**config.mk**
```make
export PLATFORM = sky130hd
export DESIGN_NAME = gtm_half_timer
export DESIGN_NICKNAME = d
export VERILOG_FILES = /design/src/inc/gtm_pkg.sv /design/src/verilog/gtm_edge_detect.sv /design/src/verilog/gtm_prescaler.sv /design/src/verilog/gtm_half_timer.sv
export SDC_FILE = /design/constraint.sdc
export NUM_CORES = 1
export LEC_CHECK = 0
export ABC_AREA = 1
export BUFFER_PORTS_ARGS = -buffer_cell sky130_fd_sc_hd__buf_2
export CAP_MARGIN = 20
export CORE_MARGIN = 4
export CORE_UTILIZATION = 60
export CTS_CLUSTER_DIAMETER = 40
export DETAILED_ROUTE_END_ITERATION = 8
export GPL_TIMING_DRIVEN = 0
export PLACE_DENSITY = 0.95
export SETUP_SLACK_MARGIN = 0.3
export SLEW_MARGIN = 25
export SYNTH_ARGS = -nofsm -noshare
export SYNTH_HDL_FRONTEND = slang
export SYNTH_SLANG_ARGS = --single-unit
```
**constraint.sdc**
```tcl
create_clock -name clock -period 4.8 [get_ports clock]
set_clock_uncertainty 0.1 [all_clocks]
set_input_delay 0.24 -clock clock [delete_from_list [all_inputs] [get_ports clock]]
set_output_delay 0.24 -clock clock [all_outputs]
set_load 0.01 [all_outputs]
```
**src/inc/gtm_pkg.sv**
```systemverilog
package gtm_pkg;

  // Module configuration value that splits the module into two 16-bit halves.
  localparam logic [2:0] GTM_CFG_16BIT = 3'h4;

  // Half mode field encodings.
  localparam logic [1:0] GTM_MODE_ONESHOT = 2'h1;
  localparam logic [1:0] GTM_MODE_PERIODIC = 2'h2;
  localparam logic [1:0] GTM_MODE_CAPTURE = 2'h3;

  // Edge select field encodings.
  localparam logic [1:0] GTM_EDGE_RISE = 2'h0;
  localparam logic [1:0] GTM_EDGE_FALL = 2'h1;
  localparam logic [1:0] GTM_EDGE_BOTH = 2'h3;

  // Reset values and the zero count.
  localparam logic [15:0] GTM_LOAD_RST = 16'hFFFF;
  localparam logic [7:0] GTM_PRESCALE_RST = 8'h00;
  localparam logic [15:0] GTM_ZERO = 16'h0000;

  // Flag positions in the clear, mask and status vectors, and their width.
  localparam int GTM_FLAG_TIMEOUT = 0;
  localparam int GTM_FLAG_CMATCH = 1;
  localparam int GTM_FLAG_CEVENT = 2;
  localparam int GTM_FLAG_W = 3;

  typedef enum logic [2:0] {
    GTM_OP_IDLE = 3'b000,
    GTM_OP_ONESHOT = 3'b001,
    GTM_OP_PERIODIC = 3'b010,
    GTM_OP_ECOUNT = 3'b011,
    GTM_OP_ETIME = 3'b100,
    GTM_OP_PWM = 3'b101
  } gtm_op_e;

endpackage : gtm_pkg

```
**src/verilog/gtm_edge_detect.sv**
```systemverilog
`timescale 1ns/1ns
module gtm_edge_detect (
  // Clock and reset.
  input wire logic clock,
  input wire logic resetn,
  // Pin level and edge selection.
  input wire logic pinIn,
  input wire logic [1:0] edgeSel,
  // Qualified edge, one cycle.
  output logic edgeHit
);
  import gtm_pkg::*;

  logic lastQ;
  logic lastD;

  always_comb begin
    lastD = pinIn;
  end

  always_ff @(posedge clock) begin
    if (!resetn) begin
      lastQ <= 1'b0;
    end else begin
      lastQ <= lastD;
    end
  end

  // Combinational so the timer sees the edge in the cycle it is detected.
  always_comb begin
    unique case (edgeSel)
      GTM_EDGE_RISE: edgeHit = pinIn && !lastQ;
      GTM_EDGE_FALL: edgeHit = !pinIn && lastQ;
      GTM_EDGE_BOTH: edgeHit = pinIn != lastQ;
      default: edgeHit = 1'b0;
    endcase
  end

endmodule : gtm_edge_detect

```
**src/verilog/gtm_prescaler.sv**
```systemverilog
`timescale 1ns/1ns
module gtm_prescaler #(
  parameter int PS_W = 8
) (
  // Clock and reset.
  input wire logic clock,
  input wire logic resetn,
  // Control.
  input wire logic run,
  input wire logic reload,
  input wire logic [PS_W-1:0] prescale,
  // Tick every prescale+1 running cycles.
  output logic tick
);
  import gtm_pkg::*;

  logic [PS_W-1:0] cntQ;
  logic [PS_W-1:0] cntD;

  always_comb begin
    cntD = cntQ;
    if (reload) begin
      cntD = prescale;
    end else if (run) begin
      cntD = (cntQ == '0) ? prescale : cntQ - 1'b1;
    end
  end

  always_ff @(posedge clock) begin
    if (!resetn) begin
      cntQ <= GTM_PRESCALE_RST;
    end else begin
      cntQ <= cntD;
    end
  end

  assign tick = run && !reload && (cntQ == '0);

endmodule : gtm_prescaler

```
**src/verilog/gtm_half_timer.sv**
```systemverilog
`timescale 1ns/1ns
// Operation
// The half works only while the module configuration holds 0x4.
// Halves A and B are two instances of this one module.
// One-shot and periodic modes count down with an optional 8-bit prescaler.
// Counts down from the preload and reloads load and prescale after zero.
// One-shot clears its enable at time-out; periodic keeps counting.
// Time-out sets a raw flag held until software clears it.
// Unmasked time-out sets the masked flag and the interrupt request.
// Time-out pulses the ADC trigger only when trigger enable is set.
// A new load value while running is taken on the next cycle; edge count mode takes it only at the match reload.
// With stall set, counting freezes while the debugger halts the processor.
// The input holds each level two clocks after an edge.
// No prescaler in edge count, edge time and PWM modes.
// Capture mode bit 0 selects edge counting of rising, falling or both.
// Software sets load minus match to the wanted edge count.
// Each edge decrements by one; reaching match sets capture-match flags.
// After the match the counter reloads, disables and ignores further edges.
// Edge time free-runs down from load, capturing on one edge type.
// Each selected edge captures the count and sets capture-event flags.
// Edge time keeps counting after captures and reloads at zero.
// PWM needs alternate mode 1, capture mode 0, mode field 2.
// PWM counts down, reloads after zero, repeats, and raises no flags.
// PWM asserts at the load value, deasserts at match, optionally inverted.
// Mode field value 1 is one-shot and 2 is periodic.
// Writing 1 to a clear bit clears its raw and masked flags.
// Each decrement takes prescale plus one clocks.
module gtm_half_timer #(
  parameter int CNT_W = 16,
  parameter int PS_W = 8
) (
  // Clock and reset.
  input wire logic clock,
  input wire logic resetn,
  // Configuration.
  input wire logic [2:0] timerConfig,
  input wire logic [1:0] halfModeField,
  input wire logic captureModeBit,
  input wire logic alternateModeSelect,
  input wire logic [1:0] edgeSelectField,
  input wire logic adcTriggerEnable,
  input wire logic debugStallBit,
  input wire logic pwmInvertBit,
  input wire logic debugHalt,
  // Enable control; set pulse from software.
  input wire logic enableSet,
  input wire logic enableClear,
  // Values, each with a write strobe.
  input wire logic [CNT_W-1:0] intervalLoadData,
  input wire logic intervalLoadWrite,
  input wire logic [PS_W-1:0] prescaleData,
  input wire logic prescaleWrite,
  input wire logic [CNT_W-1:0] matchData,
  input wire logic matchWrite,
  // Interrupt mask and clear.
  input wire logic [gtm_pkg::GTM_FLAG_W-1:0] irqMask,
  input wire logic [gtm_pkg::GTM_FLAG_W-1:0] irqClear,
  // Capture pin.
  input wire logic capturePwmPinIn,
  // Status and results.
  output logic halfEnableBit,
  output logic [CNT_W-1:0] countValue,
  output logic [CNT_W-1:0] captureValue,
  output logic [gtm_pkg::GTM_FLAG_W-1:0] rawIrqStatus,
  output logic [gtm_pkg::GTM_FLAG_W-1:0] maskedIrqStatus,
  output logic irqRequest,
  output logic adcTrigger,
  output logic capturePwmPinOut
);
  import gtm_pkg::*;

  logic enQ, enD;
  logic [CNT_W-1:0] cntQ, cntD;
  logic [CNT_W-1:0] loadQ, loadD;
  logic [PS_W-1:0] psQ, psD;
  logic [CNT_W-1:0] matchQ, matchD;
  logic [CNT_W-1:0] capQ, capD;
  logic [GTM_FLAG_W-1:0] rawQ, rawD;
  logic [GTM_FLAG_W-1:0] misQ, misD;
  logic irqQ, irqD;
  logic adcQ, adcD;
  logic pwmQ, pwmD;
  logic pwmLvlQ, pwmLvlD;
  logic loadPendQ, loadPendD;
  gtm_op_e op;
  logic edgeHit;
  logic psTick;
  logic frozen;
  logic atZero;
  logic usePs;
  logic [GTM_FLAG_W-1:0] evt;

  // Decodes the operating mode from the mode bits.
  function automatic gtm_op_e decodeOp(input logic [2:0] cfg, input logic [1:0] mf,
                                       input logic cmr, input logic ams);
    if (cfg != GTM_CFG_16BIT) begin
      return GTM_OP_IDLE;
    end
    if (ams) begin
      return (!cmr && mf == GTM_MODE_PERIODIC) ? GTM_OP_PWM : GTM_OP_IDLE;
    end
    unique case (mf)
      GTM_MODE_ONESHOT: return GTM_OP_ONESHOT;
      GTM_MODE_PERIODIC: return GTM_OP_PERIODIC;
      GTM_MODE_CAPTURE: return cmr ? GTM_OP_ETIME : GTM_OP_ECOUNT;
      default: return GTM_OP_IDLE;
    endcase
  endfunction : decodeOp

  assign op = decodeOp(timerConfig, halfModeField, captureModeBit, alternateModeSelect);
  assign frozen = debugStallBit && debugHalt;
  assign usePs = (op == GTM_OP_ONESHOT) || (op == GTM_OP_PERIODIC);
  assign atZero = (cntQ == GTM_ZERO);

  gtm_edge_detect u_edge (
    .clock(clock),
    .resetn(resetn),
    .pinIn(capturePwmPinIn),
    .edgeSel(edgeSelectField),
    .edgeHit(edgeHit)
  );

  gtm_prescaler #(.PS_W(PS_W)) u_ps (
    .clock(clock),
    .resetn(resetn),
    .run(enQ && !frozen && usePs),
    .reload(!enQ || (usePs && atZero) || prescaleWrite),
    .prescale(psD),
    .tick(psTick)
  );

  always_comb begin
    enD = enQ;
    cntD = cntQ;
    loadD = intervalLoadWrite ? intervalLoadData : loadQ;
    psD = prescaleWrite ? prescaleData : psQ;
    matchD = matchWrite ? matchData : matchQ;
    capD = capQ;
    pwmLvlD = pwmLvlQ;
    loadPendD = loadPendQ || (intervalLoadWrite && enQ);
    evt = '0;
    if (enQ && !frozen) begin
      if (loadPendQ && op != GTM_OP_ECOUNT) begin
        cntD = loadQ;
        loadPendD = intervalLoadWrite;
      end else begin
        unique case (op)
          GTM_OP_ONESHOT, GTM_OP_PERIODIC: begin
            if (atZero) begin
              cntD = loadQ;
              evt[GTM_FLAG_TIMEOUT] = 1'b1;
              enD = (op == GTM_OP_PERIODIC);
            end else if (psTick) begin
              cntD = cntQ - 1'b1;
            end
          end
          GTM_OP_ECOUNT: begin
            if (cntQ == matchQ) begin
              cntD = loadQ;
              enD = 1'b0;
              evt[GTM_FLAG_CMATCH] = 1'b1;
            end else if (edgeHit) begin
              cntD = cntQ - 1'b1;
            end
          end
          GTM_OP_ETIME: begin
            cntD = atZero ? loadQ : cntQ - 1'b1;
            if (edgeHit && edgeSelectField != GTM_EDGE_BOTH) begin
              capD = cntQ;
              evt[GTM_FLAG_CEVENT] = 1'b1;
            end
          end
          GTM_OP_PWM: begin
            cntD = atZero ? loadQ : cntQ - 1'b1;
            if (cntQ == loadQ) begin
              pwmLvlD = 1'b1;
            end else if (cntQ == matchQ) begin
              pwmLvlD = 1'b0;
            end
          end
          default: begin
          end
        endcase
      end
    end else if (!enQ) begin
      cntD = loadD;
      loadPendD = 1'b0;
      pwmLvlD = 1'b0;
    end
    if (enableClear) begin
      enD = 1'b0;
    end else if (enableSet) begin
      enD = 1'b1;
    end
    // Hardware events win over a simultaneous software clear.
    rawD = (rawQ & ~irqClear) | evt;
    misD = rawD & irqMask;
    irqD = |misD;
    adcD = evt[GTM_FLAG_TIMEOUT] && adcTriggerEnable;
    pwmD = (op == GTM_OP_PWM && enQ) ? (pwmLvlD ^ pwmInvertBit) : pwmInvertBit;
  end

  always_ff @(posedge clock) begin
    if (!resetn) begin
      enQ <= 1'b0;
      cntQ <= GTM_LOAD_RST;
      loadQ <= GTM_LOAD_RST;
      psQ <= GTM_PRESCALE_RST;
      matchQ <= GTM_LOAD_RST;
      capQ <= GTM_LOAD_RST;
      rawQ <= '0;
      misQ <= '0;
      irqQ <= 1'b0;
      adcQ <= 1'b0;
      pwmQ <= 1'b0;
      pwmLvlQ <= 1'b0;
      loadPendQ <= 1'b0;
    end else begin
      enQ <= enD;
      cntQ <= cntD;
      loadQ <= loadD;
      psQ <= psD;
      matchQ <= matchD;
      capQ <= capD;
      rawQ <= rawD;
      misQ <= misD;
      irqQ <= irqD;
      adcQ <= adcD;
      pwmQ <= pwmD;
      pwmLvlQ <= pwmLvlD;
      loadPendQ <= loadPendD;
    end
  end

  assign halfEnableBit = enQ;
  assign countValue = cntQ;
  assign captureValue = capQ;
  assign rawIrqStatus = rawQ;
  assign maskedIrqStatus = misQ;
  assign irqRequest = irqQ;
  assign adcTrigger = adcQ;
  assign capturePwmPinOut = pwmQ;

  property p_oneshot_stops;
    @(posedge clock) disable iff (!resetn)
    (enQ && !frozen && !loadPendQ && op == GTM_OP_ONESHOT && atZero && !enableSet)
      |=> (!enQ && rawQ[GTM_FLAG_TIMEOUT] && cntQ == $past(loadQ));
  endproperty
  a_oneshot_stops: assert property (p_oneshot_stops) else $error("one-shot did not stop");

  property p_periodic_runs;
    @(posedge clock) disable iff (!resetn)
    (enQ && !frozen && !loadPendQ && op == GTM_OP_PERIODIC && atZero && !enableClear)
      |=> enQ;
  endproperty
  a_periodic_runs: assert property (p_periodic_runs) else $error("periodic stopped");

  property p_flag_sticky;
    @(posedge clock) disable iff (!resetn)
    (rawQ[GTM_FLAG_TIMEOUT] && !irqClear[GTM_FLAG_TIMEOUT]) |=> rawQ[GTM_FLAG_TIMEOUT];
  endproperty
  a_flag_sticky: assert property (p_flag_sticky) else $error("time-out flag lost");

  property p_masked;
    @(posedge clock) disable iff (!resetn)
    ##1 (misQ == (rawQ & $past(irqMask))) && (irqQ == |misQ);
  endproperty
  a_masked: assert property (p_masked) else $error("masked status wrong");

  property p_adc;
    @(posedge clock) disable iff (!resetn)
    adcQ |-> ($past(adcTriggerEnable) && rawQ[GTM_FLAG_TIMEOUT]);
  endproperty
  a_adc: assert property (p_adc) else $error("adc trigger without cause");

  property p_stall;
    @(posedge clock) disable iff (!resetn)
    (enQ && frozen && !enableClear) |=> $stable(cntQ);
  endproperty
  a_stall: assert property (p_stall) else $error("counter moved while stalled");

  property p_ecount_step;
    @(posedge clock) disable iff (!resetn)
    (enQ && !frozen && op == GTM_OP_ECOUNT && cntQ != matchQ && !edgeHit)
      |=> $stable(cntQ);
  endproperty
  a_ecount_step: assert property (p_ecount_step) else $error("count moved without edge");

  property p_capture;
    @(posedge clock) disable iff (!resetn)
    (enQ && !frozen && !loadPendQ && op == GTM_OP_ETIME && edgeHit
      && edgeSelectField != GTM_EDGE_BOTH)
      |=> (capQ == $past(cntQ)) && rawQ[GTM_FLAG_CEVENT];
  endproperty
  a_capture: assert property (p_capture) else $error("capture missed");

  property p_pwm_noflags;
    @(posedge clock) disable iff (!resetn)
    (op == GTM_OP_PWM && rawQ == '0 && $stable(op)) |=> rawQ == '0;
  endproperty
  a_pwm_noflags: assert property (p_pwm_noflags) else $error("flag in pwm mode");

  c_timeout: cover property (@(posedge clock) disable iff (!resetn)
    rawQ[GTM_FLAG_TIMEOUT]);
  c_match: cover property (@(posedge clock) disable iff (!resetn)
    rawQ[GTM_FLAG_CMATCH]);
  c_event: cover property (@(posedge clock) disable iff (!resetn)
    rawQ[GTM_FLAG_CEVENT]);
  c_pwm: cover property (@(posedge clock) disable iff (!resetn)
    op == GTM_OP_PWM && $rose(pwmQ));

endmodule : gtm_half_timer

```
==> results of run 1 <==
==> worst max-delay path, cell delays in order, from the launching register on <==
cell	delay [ns]
dfxtp_1	0.37
inv_1	0.22
ha_1	0.25
nand2_2	0.08
nor2_2	0.11
nand3_2	0.10
nor2_1	0.11
nand4_1	0.27
nand2_2	0.29
nand2_4	0.13
buf_6	0.17
nand2_1	0.07
nand3_1	0.09
nand3_2	0.10
nand2_1	0.06
==> synthesized netlist by cell type (2+ instances only) <==
cell and number:
inv_1 102, or2_2 15, inv_2 8, buf_6 2, nor3_1 2, clkbuf_1 22
dfxtp_1 93, nand2_1 251, nand2_4 3, clkbuf_2 2, buf_2 3, ha_1 5
nand4_1 19, nand3_2 9, xor2_1 24, nand3_1 95, o21ai_2 2, o211ai_1 17
buf_4 5, nand2_2 3, o21ai_0 38, nor2_1 58, mux2i_1 2, a21oi_1 18
nor2_2 3
==> routing by layer <==
metal / part of all wire [%] / up-vias / wire [um]
li1: - / 2830 / -
met1: 38 / 2612 / 5986
met5: 0 / - / 0
met2: 46 / 400 / 7325
met4: 5.1 / 0 / 814
met3: 11 / 82 / 1766
==> cells by family (layout without fill, tap and decap cells) <==
group | count (synthesis) | in the layout | synth area share (%)
flops | 93 | 93 | 35.11
compound gates | 78 | 78 | 8.424
mux | 2 | 2 | 0.3776
fa+ha+maj | 5 | 5 | 1.180
simple gates | 466 | 466 | 39.85
xor+xnor | 24 | 24 | 3.964
buf+inv | 146 | 276 | 11.09
==> final timing paths <==
check / to / slack [ns] / cells after the start
max: countValue[0]$_SDFFE_PN1P_ / 2.18 / 14
min: irqRequest$_SDFF_PN0_ / 0.004 / 3
max reg2reg: countValue[0]$_SDFFE_PN1P_ / 2.18 / 14
min reg2reg: captureValue[2]$_SDFFE_PN1P_ / 0.38 / 2
==> flip-flops by register name (all words and copies together), names as in the netlist, 3 cells and up <==
signal,flops
captureValue,16
matchQ,16
maskedIrqStatus,3
loadQ,16
countValue,16
u_ps.cntQ,8
rawIrqStatus,3
psQ,8
==> final cells by class <==
type	count	area [um^2]	area share, %
multi-input combinational	575	2853	45.35
clock buffer	10	137.6	2.188
timing repair buffer	115	630.6	10.02
sequential	93	1862	29.59
inverter	111	416.7	6.623
tap	108	135.1	2.148
buffer	35	171.4	2.725
clock inverter	5	85.08	1.352
==> power breakdown <==
part           total [mW]  switching (mW)  internal (mW)
logic               0.371           0.235          0.136
clock network       0.590           0.284          0.307
registers           0.856          0.0416          0.815
total                1.82           0.561           1.26
==> through the flow <==
| stage | instance area, um^2 | std cells | power, mW |
|---|---|---|---|
| after CTS | 6291 | 1052 | 1.802 |
| after floorplan | 5303 | 814 | 1.105 |
| final | 6291 | 1052 | 1.818 |
| after global routing | 6291 | 1052 | 1.892 |
| after detailed placement | 5958 | 1026 | 1.221 |
| after global placement | 5958 | 1026 | 1.208 |
==> placed cells by master, fill, tap and decap left out, drive strengths merged <==
| cell | netlist | final |
|---|---|---|
| o21ai | 40 | 40 |
| clkbuf | 24 | 34 |
| nand2 | 257 | 257 |
| buf | 11 | 115 |
| dlygate4sd3 | 0 | 11 |
| a21oi | 18 | 18 |
| and3 | 1 | 1 |
| nor3 | 3 | 3 |
| bufinv | 0 | 2 |
| nor3b | 1 | 1 |
| nand3b | 1 | 1 |
| or2 | 16 | 16 |
| o21bai | 1 | 1 |
| a211oi | 1 | 1 |
| nand4 | 21 | 21 |
| o211ai | 17 | 17 |
| clkinv | 1 | 3 |
| dfxtp | 93 | 93 |
| xor2 | 24 | 24 |
| clkinvlp | 0 | 1 |
| inv | 110 | 110 |
| a31oi | 1 | 1 |
| mux2i | 2 | 2 |
| nand3 | 104 | 104 |
| ha | 5 | 5 |
| nor2 | 62 | 62 |
==> metrics.csv, run 1 <==
stage,metric,value,unit
setup_path,worst-setup-path-type,flop to flop,
sta,period_minus_slack,2.624,ns
synth,synthDistinctLibCells,38,
global_route,met1_usage,38.07,%
sta,setup_viol,0,
synth,synth_seq_cells,93,
layout,final_core_util,72.49,%
clock_tree,cts.sinks,93,
clock_tree,cts_tree,built,
die,die_h,102.0,um
placed_design,pre_cts_slack,2.319,ns
clock_tree,cts_max_path_buffers,2,
synth,netlist_top_cells_area,"dfxtp_1, nand2_1, nand3_1",
setup_path,rr_startpoint,countValue[0]$_SDFFE_PN1P_,
global_route,overflow,0,
synth,seq_area_frac_synth,35.11,%
synth,synth_flop_cell,dfxtp_1,
layout,final_layout_size_suffix_gt1_share,18.96,%
clock_tree,htree_levels,3,
sta,final-max-slew-violation-count,0,
sta,whs,0.003512,ns
route,viasPerCell,5.631,
clock_tree,cts_buffers,9,
power_and_ir_drop,ir_drop,0.1838,mV
global_route,met3_usage,6.962,%
clock_tree,cts-root-buf,clkbuf_8,
global_route,antenna_found_initial,0,
route,drc,0,
synth,yosys.area.top_type,dfxtp_1,
synth,synthCells,814,
route,drt-pass1-iter-count,6,
sta,tightest_slew,0.6335,ns
die,start_util,61.10,%
power_and_ir_drop,powerDensity,288.9,mW/mm^2
clock_tree,ctsHoldBuffers,11,
clock_tree,cts_resized,0,
flow_run,cap_violations,0,
route,drt_iter0_drc,604,
route,postRouteAntennaNets,0,
route,postRouteWirelength,15.89,mm
power_and_ir_drop,power_leakage,3.431,nW
layout,syn2layout_area_growth,18.64,%
global_route,grt_max_degree,16,
placed_design,post-dp-hpwl,11.25,mm
synth,synth_fp_nets,886,
sta,slew_headroom,57.77,%
die,dieWidth,102.0,um
min_path,holdCritStartpoint,irqMask[2],
synth,synth_edf_count,0,
die,num_rows,34,
clock_tree,cts_setup_buffers,0,
setup_path,cp-startpoint,countValue[0]$_SDFFE_PN1P_,
sta,fin_crit_sh,54.67,%
sta,setup_ws,2.176,ns
clock_tree,clk_latency,0.37,ns
placed_design,place_congestion,0.9412,
synth,async_flop_share,0,%
sta,fin_setup_tns,0,ns
synth,synth_top_area_share,35.11,%
synth,synth_area,0.005303,mm^2
route,wl_per_cell,15.11,um
global_route,grt_pass1_vias,5578,
setup_path,arrival,2.78,ns
layout,n_fill_cell,706,
setup_path,worstPathMaxFanout,10,
setup_path,critPathCaptureType,flop,
global_route,grt.met2_usage,49.28,%
sta,hold_viol_final,0,
die,core,0.008678,mm^2
die,dieArea,0.01041,mm^2
setup_path,cp-start-kind,flop,
layout,nets,1012,
synth,synth.avg_cell_area,6.514,um^2
die,boundaryPins,109,
synth,yosys_warnings,0,
global_route,grt.busiest_layer,met2,
setup_path,required,4.96,ns
layout,antenna_cells,0,
route,num_vias,5924,
min_path,hp-class,primary input to flop,
sta,max_freq,381.1,MHz
global_route,grt_pass1_wl,25.49,mm
placed_design,port_buffers,104,
sta,grt_setup_unrepaired,no,
clock_tree,clk_pin_slew,0.10,ns
global_route,grt_use_total,30.97,%
status,outcome,completed,
(Power assumes the default switching activity.)
==> run 2, diff against run 1 <==
--- a/config.mk
+++ b/config.mk
@@ -9,11 +9,11 @@
 export BUFFER_PORTS_ARGS = -buffer_cell sky130_fd_sc_hd__buf_2
 export CAP_MARGIN = 20
 export CORE_MARGIN = 4
-export CORE_UTILIZATION = 60
+export CORE_UTILIZATION = 50
 export CTS_CLUSTER_DIAMETER = 40
 export DETAILED_ROUTE_END_ITERATION = 8
 export GPL_TIMING_DRIVEN = 0
-export PLACE_DENSITY = 0.95
+export PLACE_DENSITY = 0.86
 export SETUP_SLACK_MARGIN = 0.3
 export SLEW_MARGIN = 25
 export SYNTH_ARGS = -nofsm -noshare
==> constraint.sdc (replaced) <==
create_clock -name clock -period 2.4 [get_ports clock]
set_clock_uncertainty 0.1 [all_clocks]
set_input_delay 0.12 -clock clock [delete_from_list [all_inputs] [get_ports clock]]
set_output_delay 0.12 -clock clock [all_outputs]
set_load 0.01 [all_outputs]
==> run 2 against run 1 <==
The run now ends with DRC, hold timing left. Critical endpoint is now countValue[10]$_SDFFE_PN1P_. Clock power rose by 97%. First-iteration DRC count rose by 80%. Core utilization fell by 2.6 points. Design area rose by 15%. Worst hold slack got worse by 0.0065 ns. Register-to-register slack got worse by 2.1 ns. Die area rose by 18%. Non-clock buffer count rose by 57. Largest cell class unchanged. Sequential share of layout area fell by 3.4 points.
==> metrics.csv, run 2 (synthesized netlist as in run 1, its figures left out) <==
stage,metric,value,unit,change
sta,hold_viol_final,1,,+1
sta,fin_setup_tns,0,ns,unchanged
sta,period_minus_slack,2.351,ns,-0.2730 ns
route,wl_per_cell,17.92,um,+19%
placed_design,place_congestion,0.9686,,+2.9%
placed_design,postPlaceCellArea,0.005993,mm^2,+0.59%
placed_design,post-dp-hpwl,11.04,mm,-1.8%
placed_design,pre_cts_slack,-0.08043,ns,-2.399 ns
route,num_vias,6659,,+12%
setup_path,critPathCaptureType,flop,,
route,drt-pass1-iter-count,9,,+3
sta,grt_setup_unrepaired,yes,,
global_route,grt_use_total,25.72,%,-5.2 points
sta,setup_viol,0,,unchanged
die,die_h,111.0,um,+8.8%
layout,final_layout_size_suffix_gt1_share,25.65,%,+6.7 points
power_and_ir_drop,powerDensity,527.9,mW/mm^2,+83%
power_and_ir_drop,total_power,3.808,mW,+110%
setup_path,cp-start-kind,flop,,
power_and_ir_drop,intPower,2.488,mW,+98%
layout,multi_input_area,0.003094,mm^2,+8.5%
route,drc,1,,+1
layout,seqCellArea,0.001892,mm^2,+1.6%
global_route,overflow,0,,unchanged
placed_design,port_buffers,104,,unchanged
global_route,grt_max_degree,19,,+3
setup_path,worstPathMaxFanout,6,,-4
setup_path,arrival,2.48,ns,-0.30 ns
power_and_ir_drop,comb_power_share,24.1,%,+3.7 points
route,postRouteWirelength,20.39,mm,+28%
sta,fin_crit_sh,97.97,%,+43 points
route,viasPerCell,5.851,,+3.9%
setup_path,rr_startpoint,countValue[2]$_SDFFE_PN1P_,,
sta,max_freq,425.3,MHz,+12%
setup_path,worst-setup-path-type,flop to flop,,
die,dieArea,0.01232,mm^2,+18%
layout,syn2layout_area_growth,36.05,%,
route,drt_iter0_drc,1090,,+80%
sta,final-max-slew-violation-count,0,,unchanged
clock_tree,htree_levels,3,,unchanged
sta,setup_ws,0.04873,ns,-2.127 ns
setup_path,cp-startpoint,countValue[2]$_SDFFE_PN1P_,,
clock_tree,cts.sinks,93,,unchanged
flow_run,cap_violations,0,,unchanged
layout,final_cell_mix,"nand2_1, buf_2, inv_1",,
power_and_ir_drop,pwr-share-seq,45.3,%,-1.8 points
clock_tree,cts_max_path_buffers,2,,unchanged
setup_path,cp_slowest_cell,dfxtp_1,,
power_and_ir_drop,ir_drop,0.3914,mV,+110%
sta,whs,-0.002968,ns,-0.006480 ns
layout,n_fill_cell,747,,+5.8%
power_and_ir_drop,p_sw,1.320,mW,+140%
layout,final_area,0.007214,mm^2,+15%
die,start_util,51.36,%,-9.7 points
power_and_ir_drop,pwr-share-clk,30.6,%,-1.9 points
setup_path,slowest_delay,0.41,ns,+0.04 ns
min_path,holdCritStartpoint,prescaleData[3],,
route,postRouteAntennaNets,0,,unchanged
layout,antenna_cells,0,,unchanged
die,core,0.01032,mm^2,+19%
global_route,antenna_found_initial,0,,unchanged
status,outcome,"complete, but fails checks",,
die,num_rows,37,,+8.8%
clock_tree,cts_tree,built,,
power_and_ir_drop,power_leakage,3.794,nW,+11%
global_route,grt_pass1_wl,26.19,mm,+2.8%
clock_tree,cts-root-buf,clkbuf_8,,
layout,nets,1069,,+5.6%
sta,tightest_slew,0.7401,ns,+0.1066 ns
setup_path,crit_chain,"inv_2, nand2_4, nor2_4, nand3_2, nor2_1, nand4_1, buf_6, nand2_8, buf_8, buf_6, nand3_2, nand3_1, nand2_1, nand2_2, nand3_1",,
power_and_ir_drop,p_sw_share,34.67,%,+3.8 points
layout,final_common_cell,nand2_1,,
min_path,hp-class,primary input to flop,,
sta,slew_headroom,50.66,%,-7.1 points
setup_path,required,2.53,ns,-2.43 ns
clock_tree,cts_buffers,9,,unchanged
status,violations,"DRC, hold timing",,
clock_tree,clk_latency,0.38,ns,about the same
global_route,grt_pass1_vias,5533,,-0.81%
die,dieWidth,111.0,um,+8.8%
clock_tree,clk_pin_slew,0.11,ns,about the same
die,boundaryPins,109,,unchanged
run 2: cell count changes in the layout (fill, tap and decap cells not counted), moves of 5 or more:
cell / before / now
buf_4: 5 / 17
buf_6: 2 / 8
buf_8: 0 / 5
dfxtp_1: 93 / 81
dfxtp_2: 0 / 6
dfxtp_4: 0 / 6
dlygate4sd3_1: 11 / 43
inv_6: 0 / 6
nand2_1: 251 / 237
nand2_2: 3 / 13
nand3_1: 95 / 83
nand3_2: 9 / 18
nor2_1: 58 / 52
run 2: layout make-up:
cell class,instances,share of cell area [%]
multi-input cells,575,42.89
flip-flops and latches,93,26.22
repair buffers,172,16.82
inverters,111,5.879
plain buffers,35,2.931
well taps,136,2.359
clock buffers,9,1.717
clock inverters,7,1.179
run 2: critical path, delay by kind of cell (launching register included):
family | cells | cell delay, ns
buf+inv | 4 | 0.59
flops | 1 | 0.41
simple gates | 11 | 1.10
run 2: layer usage:
| metal | wire, um | part of all wire, % | global-route usage (%) |
|---|---|---|---|
| met5 | 0 | 0 | 0 |
| met4 | 1565 | 7.7 | 9.606 |
| met3 | 2568 | 13 | 5.131 |
| met2 | 9114 | 45 | 44.09 |
| met1 | 7140 | 35 | 31.84 |
run 2: metrics by stage:
step                instances  util [%]
finish                   1138     69.88
global route             1138     69.88
CTS                      1121     65.97
detailed placement       1054     58.05
global placement         1054     58.05
floorplan                 814         -
run 2: timing repair:
item | in CTS | in global routing
hold buffers | 43 | 0
endpoints found under the hold margin | 42 | 0
pin swaps | 3 | 25
setup endpoints to repair | 28 | 44
gates cloned | 1 | 4
resized for setup | 36 | 65
buffers inserted | 7 | 13
run 2: worst paths after layout:
| path | endpoint | slack, ns | cells past startpoint |
|---|---|---|---|
| setup / recovery | countValue[10]$_SDFFE_PN1P_ | 0.05 | 15 |
| hold / removal | psQ[3]$_SDFF_PN0_ | -0.003 | 5 |
| setup reg to reg | countValue[10]$_SDFFE_PN1P_ | 0.05 | 15 |
| hold reg to reg | captureValue[8]$_SDFFE_PN1P_ | 0.38 | 2 |
run 2: power by group through the flow:
stage	registers, mW	logic (mW)	clock network (mW)
3_3_place_gp	1.74	0.682	0
6_report	1.73	0.918	1.16
5_1_grt	1.73	0.988	1.21
3_5_place_dp	1.74	0.695	0
4_1_cts	1.71	0.776	1.13
2_1_floorplan	1.74	0.471	0
==> run 3, diff against run 2 <==
--- a/config.mk
+++ b/config.mk
@@ -18,4 +18,5 @@
 export SLEW_MARGIN = 25
 export SYNTH_ARGS = -nofsm -noshare
 export SYNTH_HDL_FRONTEND = slang
+export SYNTH_HIERARCHICAL = 1
 export SYNTH_SLANG_ARGS = --single-unit
==> run 3 against run 2 <==
The flow now finishes without violations. Synthesized cell count fell by 3.7%. Design area fell by 2.4%. Core utilization is 1.7 points lower.
==> metrics.csv, run 3 <==
stage,metric,value,unit,change
status,outcome,completed,,
min_path,hold_end,rawIrqStatus[1]$_SDFF_PN0_,,
layout,syn2layout_area_growth,32.67,%,
setup_path,cp_slowest_cell,dfxtp_1,,
setup_path,path_delay_family,simple AND/OR/NAND/NOR gates,,
route,drc,0,,-1
synth,synthCells,784,,-3.7%
layout,antenna_cells,0,,unchanged
clock_tree,cts.sinks,93,,unchanged
route,drt-pass1-iter-count,7,,-2
synth,yosysMostFrequentCell,nand2_1,,
min_path,holdCritStartpoint,irqClear[1],,
die,dieWidth,111.0,um,about the same
die,core,0.01032,mm^2,unchanged
clock_tree,clk_pin_slew,0.09,ns,-0.02 ns
synth,synthDistinctLibCells,41,,+7.9%
layout,nets,1040,,-2.7%
global_route,antenna_found_initial,0,,unchanged
synth,synth_edf_count,0,,unchanged
synth,seq_area_frac_synth,35.07,%,-0.041 points
sta,final-max-slew-violation-count,0,,unchanged
die,dieArea,0.01233,mm^2,+0.11%
sta,tightest_slew,0.5629,ns,-0.1771 ns
global_route,overflow,0,,unchanged
placed_design,place_congestion,0.9418,,-2.8%
die,start_util,51.42,%,+0.061 points
synth,synth.avg_cell_area,6.771,um^2,+3.9%
setup_path,cp-start-kind,flop,,
die,die_h,111.0,um,about the same
synth,yosys.area.top_type,dfxtp_1,,
setup_path,reg2reg_depth,14,,-1
clock_tree,cts_tree,built,,
route,viasPerCell,5.251,,-10%
synth,async_flop_share,0,%,unchanged
layout,final_common_cell,nand2_1,,
power_and_ir_drop,powerDensity,530.7,mW/mm^2,+0.54%
global_route,met1_usage,32.87,%,+1.0 points
die,boundaryPins,109,,unchanged
clock_tree,cts_max_path_buffers,2,,unchanged
setup_path,path_common_cell,nand2_1,,
placed_design,post-place-cells,1027,,-2.6%
synth,synth_seq_cells,93,,unchanged
global_route,grt_use_total,26.16,%,+0.44 points
power_and_ir_drop,ir_drop,0.3853,mV,-1.5%
layout,final_cell_mix,"nand2_1, buf_2, dfxtp_1",,
power_and_ir_drop,power_leakage,3.518,nW,-7.3%
layout,final_layout_size_suffix_gt1_share,26.06,%,+0.41 points
setup_path,rr_startpoint,countValue[12]$_SDFFE_PN1P_,,
synth,synth_area,0.005309,mm^2,+0.12%
sta,hold_viol_final,0,,-1
layout,final_area,0.007043,mm^2,-2.4%
clock_tree,cts_buffers,9,,unchanged
synth,synth_fp_nets,857,,-3.3%
power_and_ir_drop,total_power,3.738,mW,-1.8%
global_route,grt_pass1_vias,5647,,+2.1%
sta,max_freq,459.6,MHz,+8.1%
placed_design,postPlaceCellArea,0.006033,mm^2,+0.67%
route,postRouteWirelength,16.53,mm,-19%
synth,netlist_top_cells_area,"dfxtp_1, nand2_1, nand3_1",,
route,num_vias,5813,,-13%
setup_path,rrSetupSlack,0.22,ns,+0.18 ns
setup_path,critPathCaptureType,flop,,
global_route,grt.met2_usage,44.78,%,+0.69 points
setup_path,worstPathMaxFanout,10,,+4
global_route,grt_pass1_wl,26.75,mm,+2.1%
sta,setup_viol,0,,unchanged
placed_design,post-dp-hpwl,11.38,mm,+3.1%
sta,grt_setup_unrepaired,yes,,
setup_path,worst-setup-path-type,flop to flop,,
setup_path,critPathBufInv,3,,-1
route,wl_per_cell,14.93,um,-17%
layout,fin_cells,1107,,-2.7%
setup_path,required,2.57,ns,+0.04 ns
placed_design,port_buffers,107,,+2.9%
setup_path,r2r-end,countValue[1]$_SDFFE_PN1P_,,
min_path,holdPathStages,4,,-1
min_path,hp-class,primary input to flop,,
synth,synth_top_area_share,35.07,%,-0.041 points
clock_tree,htree_levels,3,,unchanged
setup_path,arrival,2.34,ns,-0.14 ns
global_route,grt_max_degree,15,,-4
flow_run,cap_violations,0,,unchanged
global_route,met3_usage,4.749,%,-0.38 points
die,num_rows,37,,unchanged
setup_path,crit_chain,"buf_4, xnor2_1, nand2_1, nor2_1, nand2_1, clkinv_1, nand2_1, nand2_4, buf_4, nand3_1, nand3_1, nand2_1, nand2_4, nand2_2",,
clock_tree,cts-root-buf,clkbuf_8,,
sta,fin_crit_sh,90.65,%,-7.3 points
route,postRouteAntennaNets,0,,unchanged
clock_tree,clk_latency,0.37,ns,about the same
synth,synth_commonest_cells,"nand2_1, dfxtp_1, inv_1",,
setup_path,slowest_delay,0.35,ns,-0.06 ns
sta,period_minus_slack,2.176,ns,-0.1756 ns
global_route,grt.busiest_layer,met2,,
synth,yosys_warnings,6,,+6
synth,synth_flop_cell,dfxtp_1,,
route,drt_iter0_drc,510,,-53%
setup_path,cp-startpoint,countValue[12]$_SDFFE_PN1P_,,
sta,slew_headroom,62.47,%,+12 points
[run 3: power by group]
part           switching (mW)  internal, mW  leakage [nW]
clock network           0.559         0.562         0.108
logic                   0.521         0.392          2.64
registers              0.0745          1.63         0.768
[run 3: how the worst max path moves through the flow]
stage | to | slack [ns] | cells past startpoint
2_1_floorplan | countValue[0]$_SDFFE_PN1P_ | 0.31 | 17
3_3_place_gp | countValue[11]$_SDFFE_PN1P_ | -0.08 | 13
3_5_place_dp | countValue[12]$_SDFFE_PN1P_ | -0.07 | 13
4_1_cts | countValue[13]$_SDFFE_PN1P_ | 0.31 | 17
5_1_grt | u_ps/cntQ[2]$_SDFFE_PN0P_ | 0.02 | 13
6_report | countValue[1]$_SDFFE_PN1P_ | 0.22 | 14
[run 3: timing repair]
item                                    CTS  global route
endpoints found under the setup margin   24            29
setup buffers                            11             1
hold buffers                             51             0
pin swaps                                 4            18
gates cloned                              1             1
gates resized for setup                  33            33
endpoints found under the hold margin    50             0
[run 3: routing by layer]
metal / part of all wire [%] / up-vias / routed length [um]
met2: 50 / 257 / 8187
met4: 2.8 / 0 / 459
met3: 7.3 / 39 / 1215
li1: - / 2855 / -
met5: 0 / - / 0
met1: 40 / 2662 / 6669
[run 3: kinds of logic after synthesis]
kind of cell / share of synthesized area (%)
flip-flops: 35.07
adder cells (fa/ha/maj): 1.414
AND/OR/NAND/NOR: 35.68
XOR/XNOR: 6.599
buffers and inverters: 10.09
AO/OA/AOI/OAI: 11.15
[run 3: metrics by stage]
stage / setup TNS [ns] / setup WS (ns) / hold slack, ns / util [%]
detailed placement: -0.5631 / -0.06901 / 0.2331 / 58.44
global placement: -0.7019 / -0.07941 / 0.2322 / 58.44
finish: 0 / 0.2244 / 0.008412 / 68.22
floorplan: 0 / 0.3095 / 0.1135 / -
global route: 0 / 0.02445 / 0.02912 / 68.22
CTS: 0 / 0.3062 / 0.0004912 / 67.20
[run 3: tightest hold or removal path, stage by stage]
cell and delay, ns:
buf_2 0.07, nor2_1 0.04, a31oi_1 0.13, nor2_1 0.07
[run 3: final cells by class]
class                   count  area, um^2
flip-flops and latches     93        1872
plain buffers              37       235.2
repair buffers            172        1174
clock buffers              12       165.2
fillers                   840        3281
clock inverters             3       43.79
well taps                 136       170.2
multi-input cells         567        3033
inverters                  87       350.3
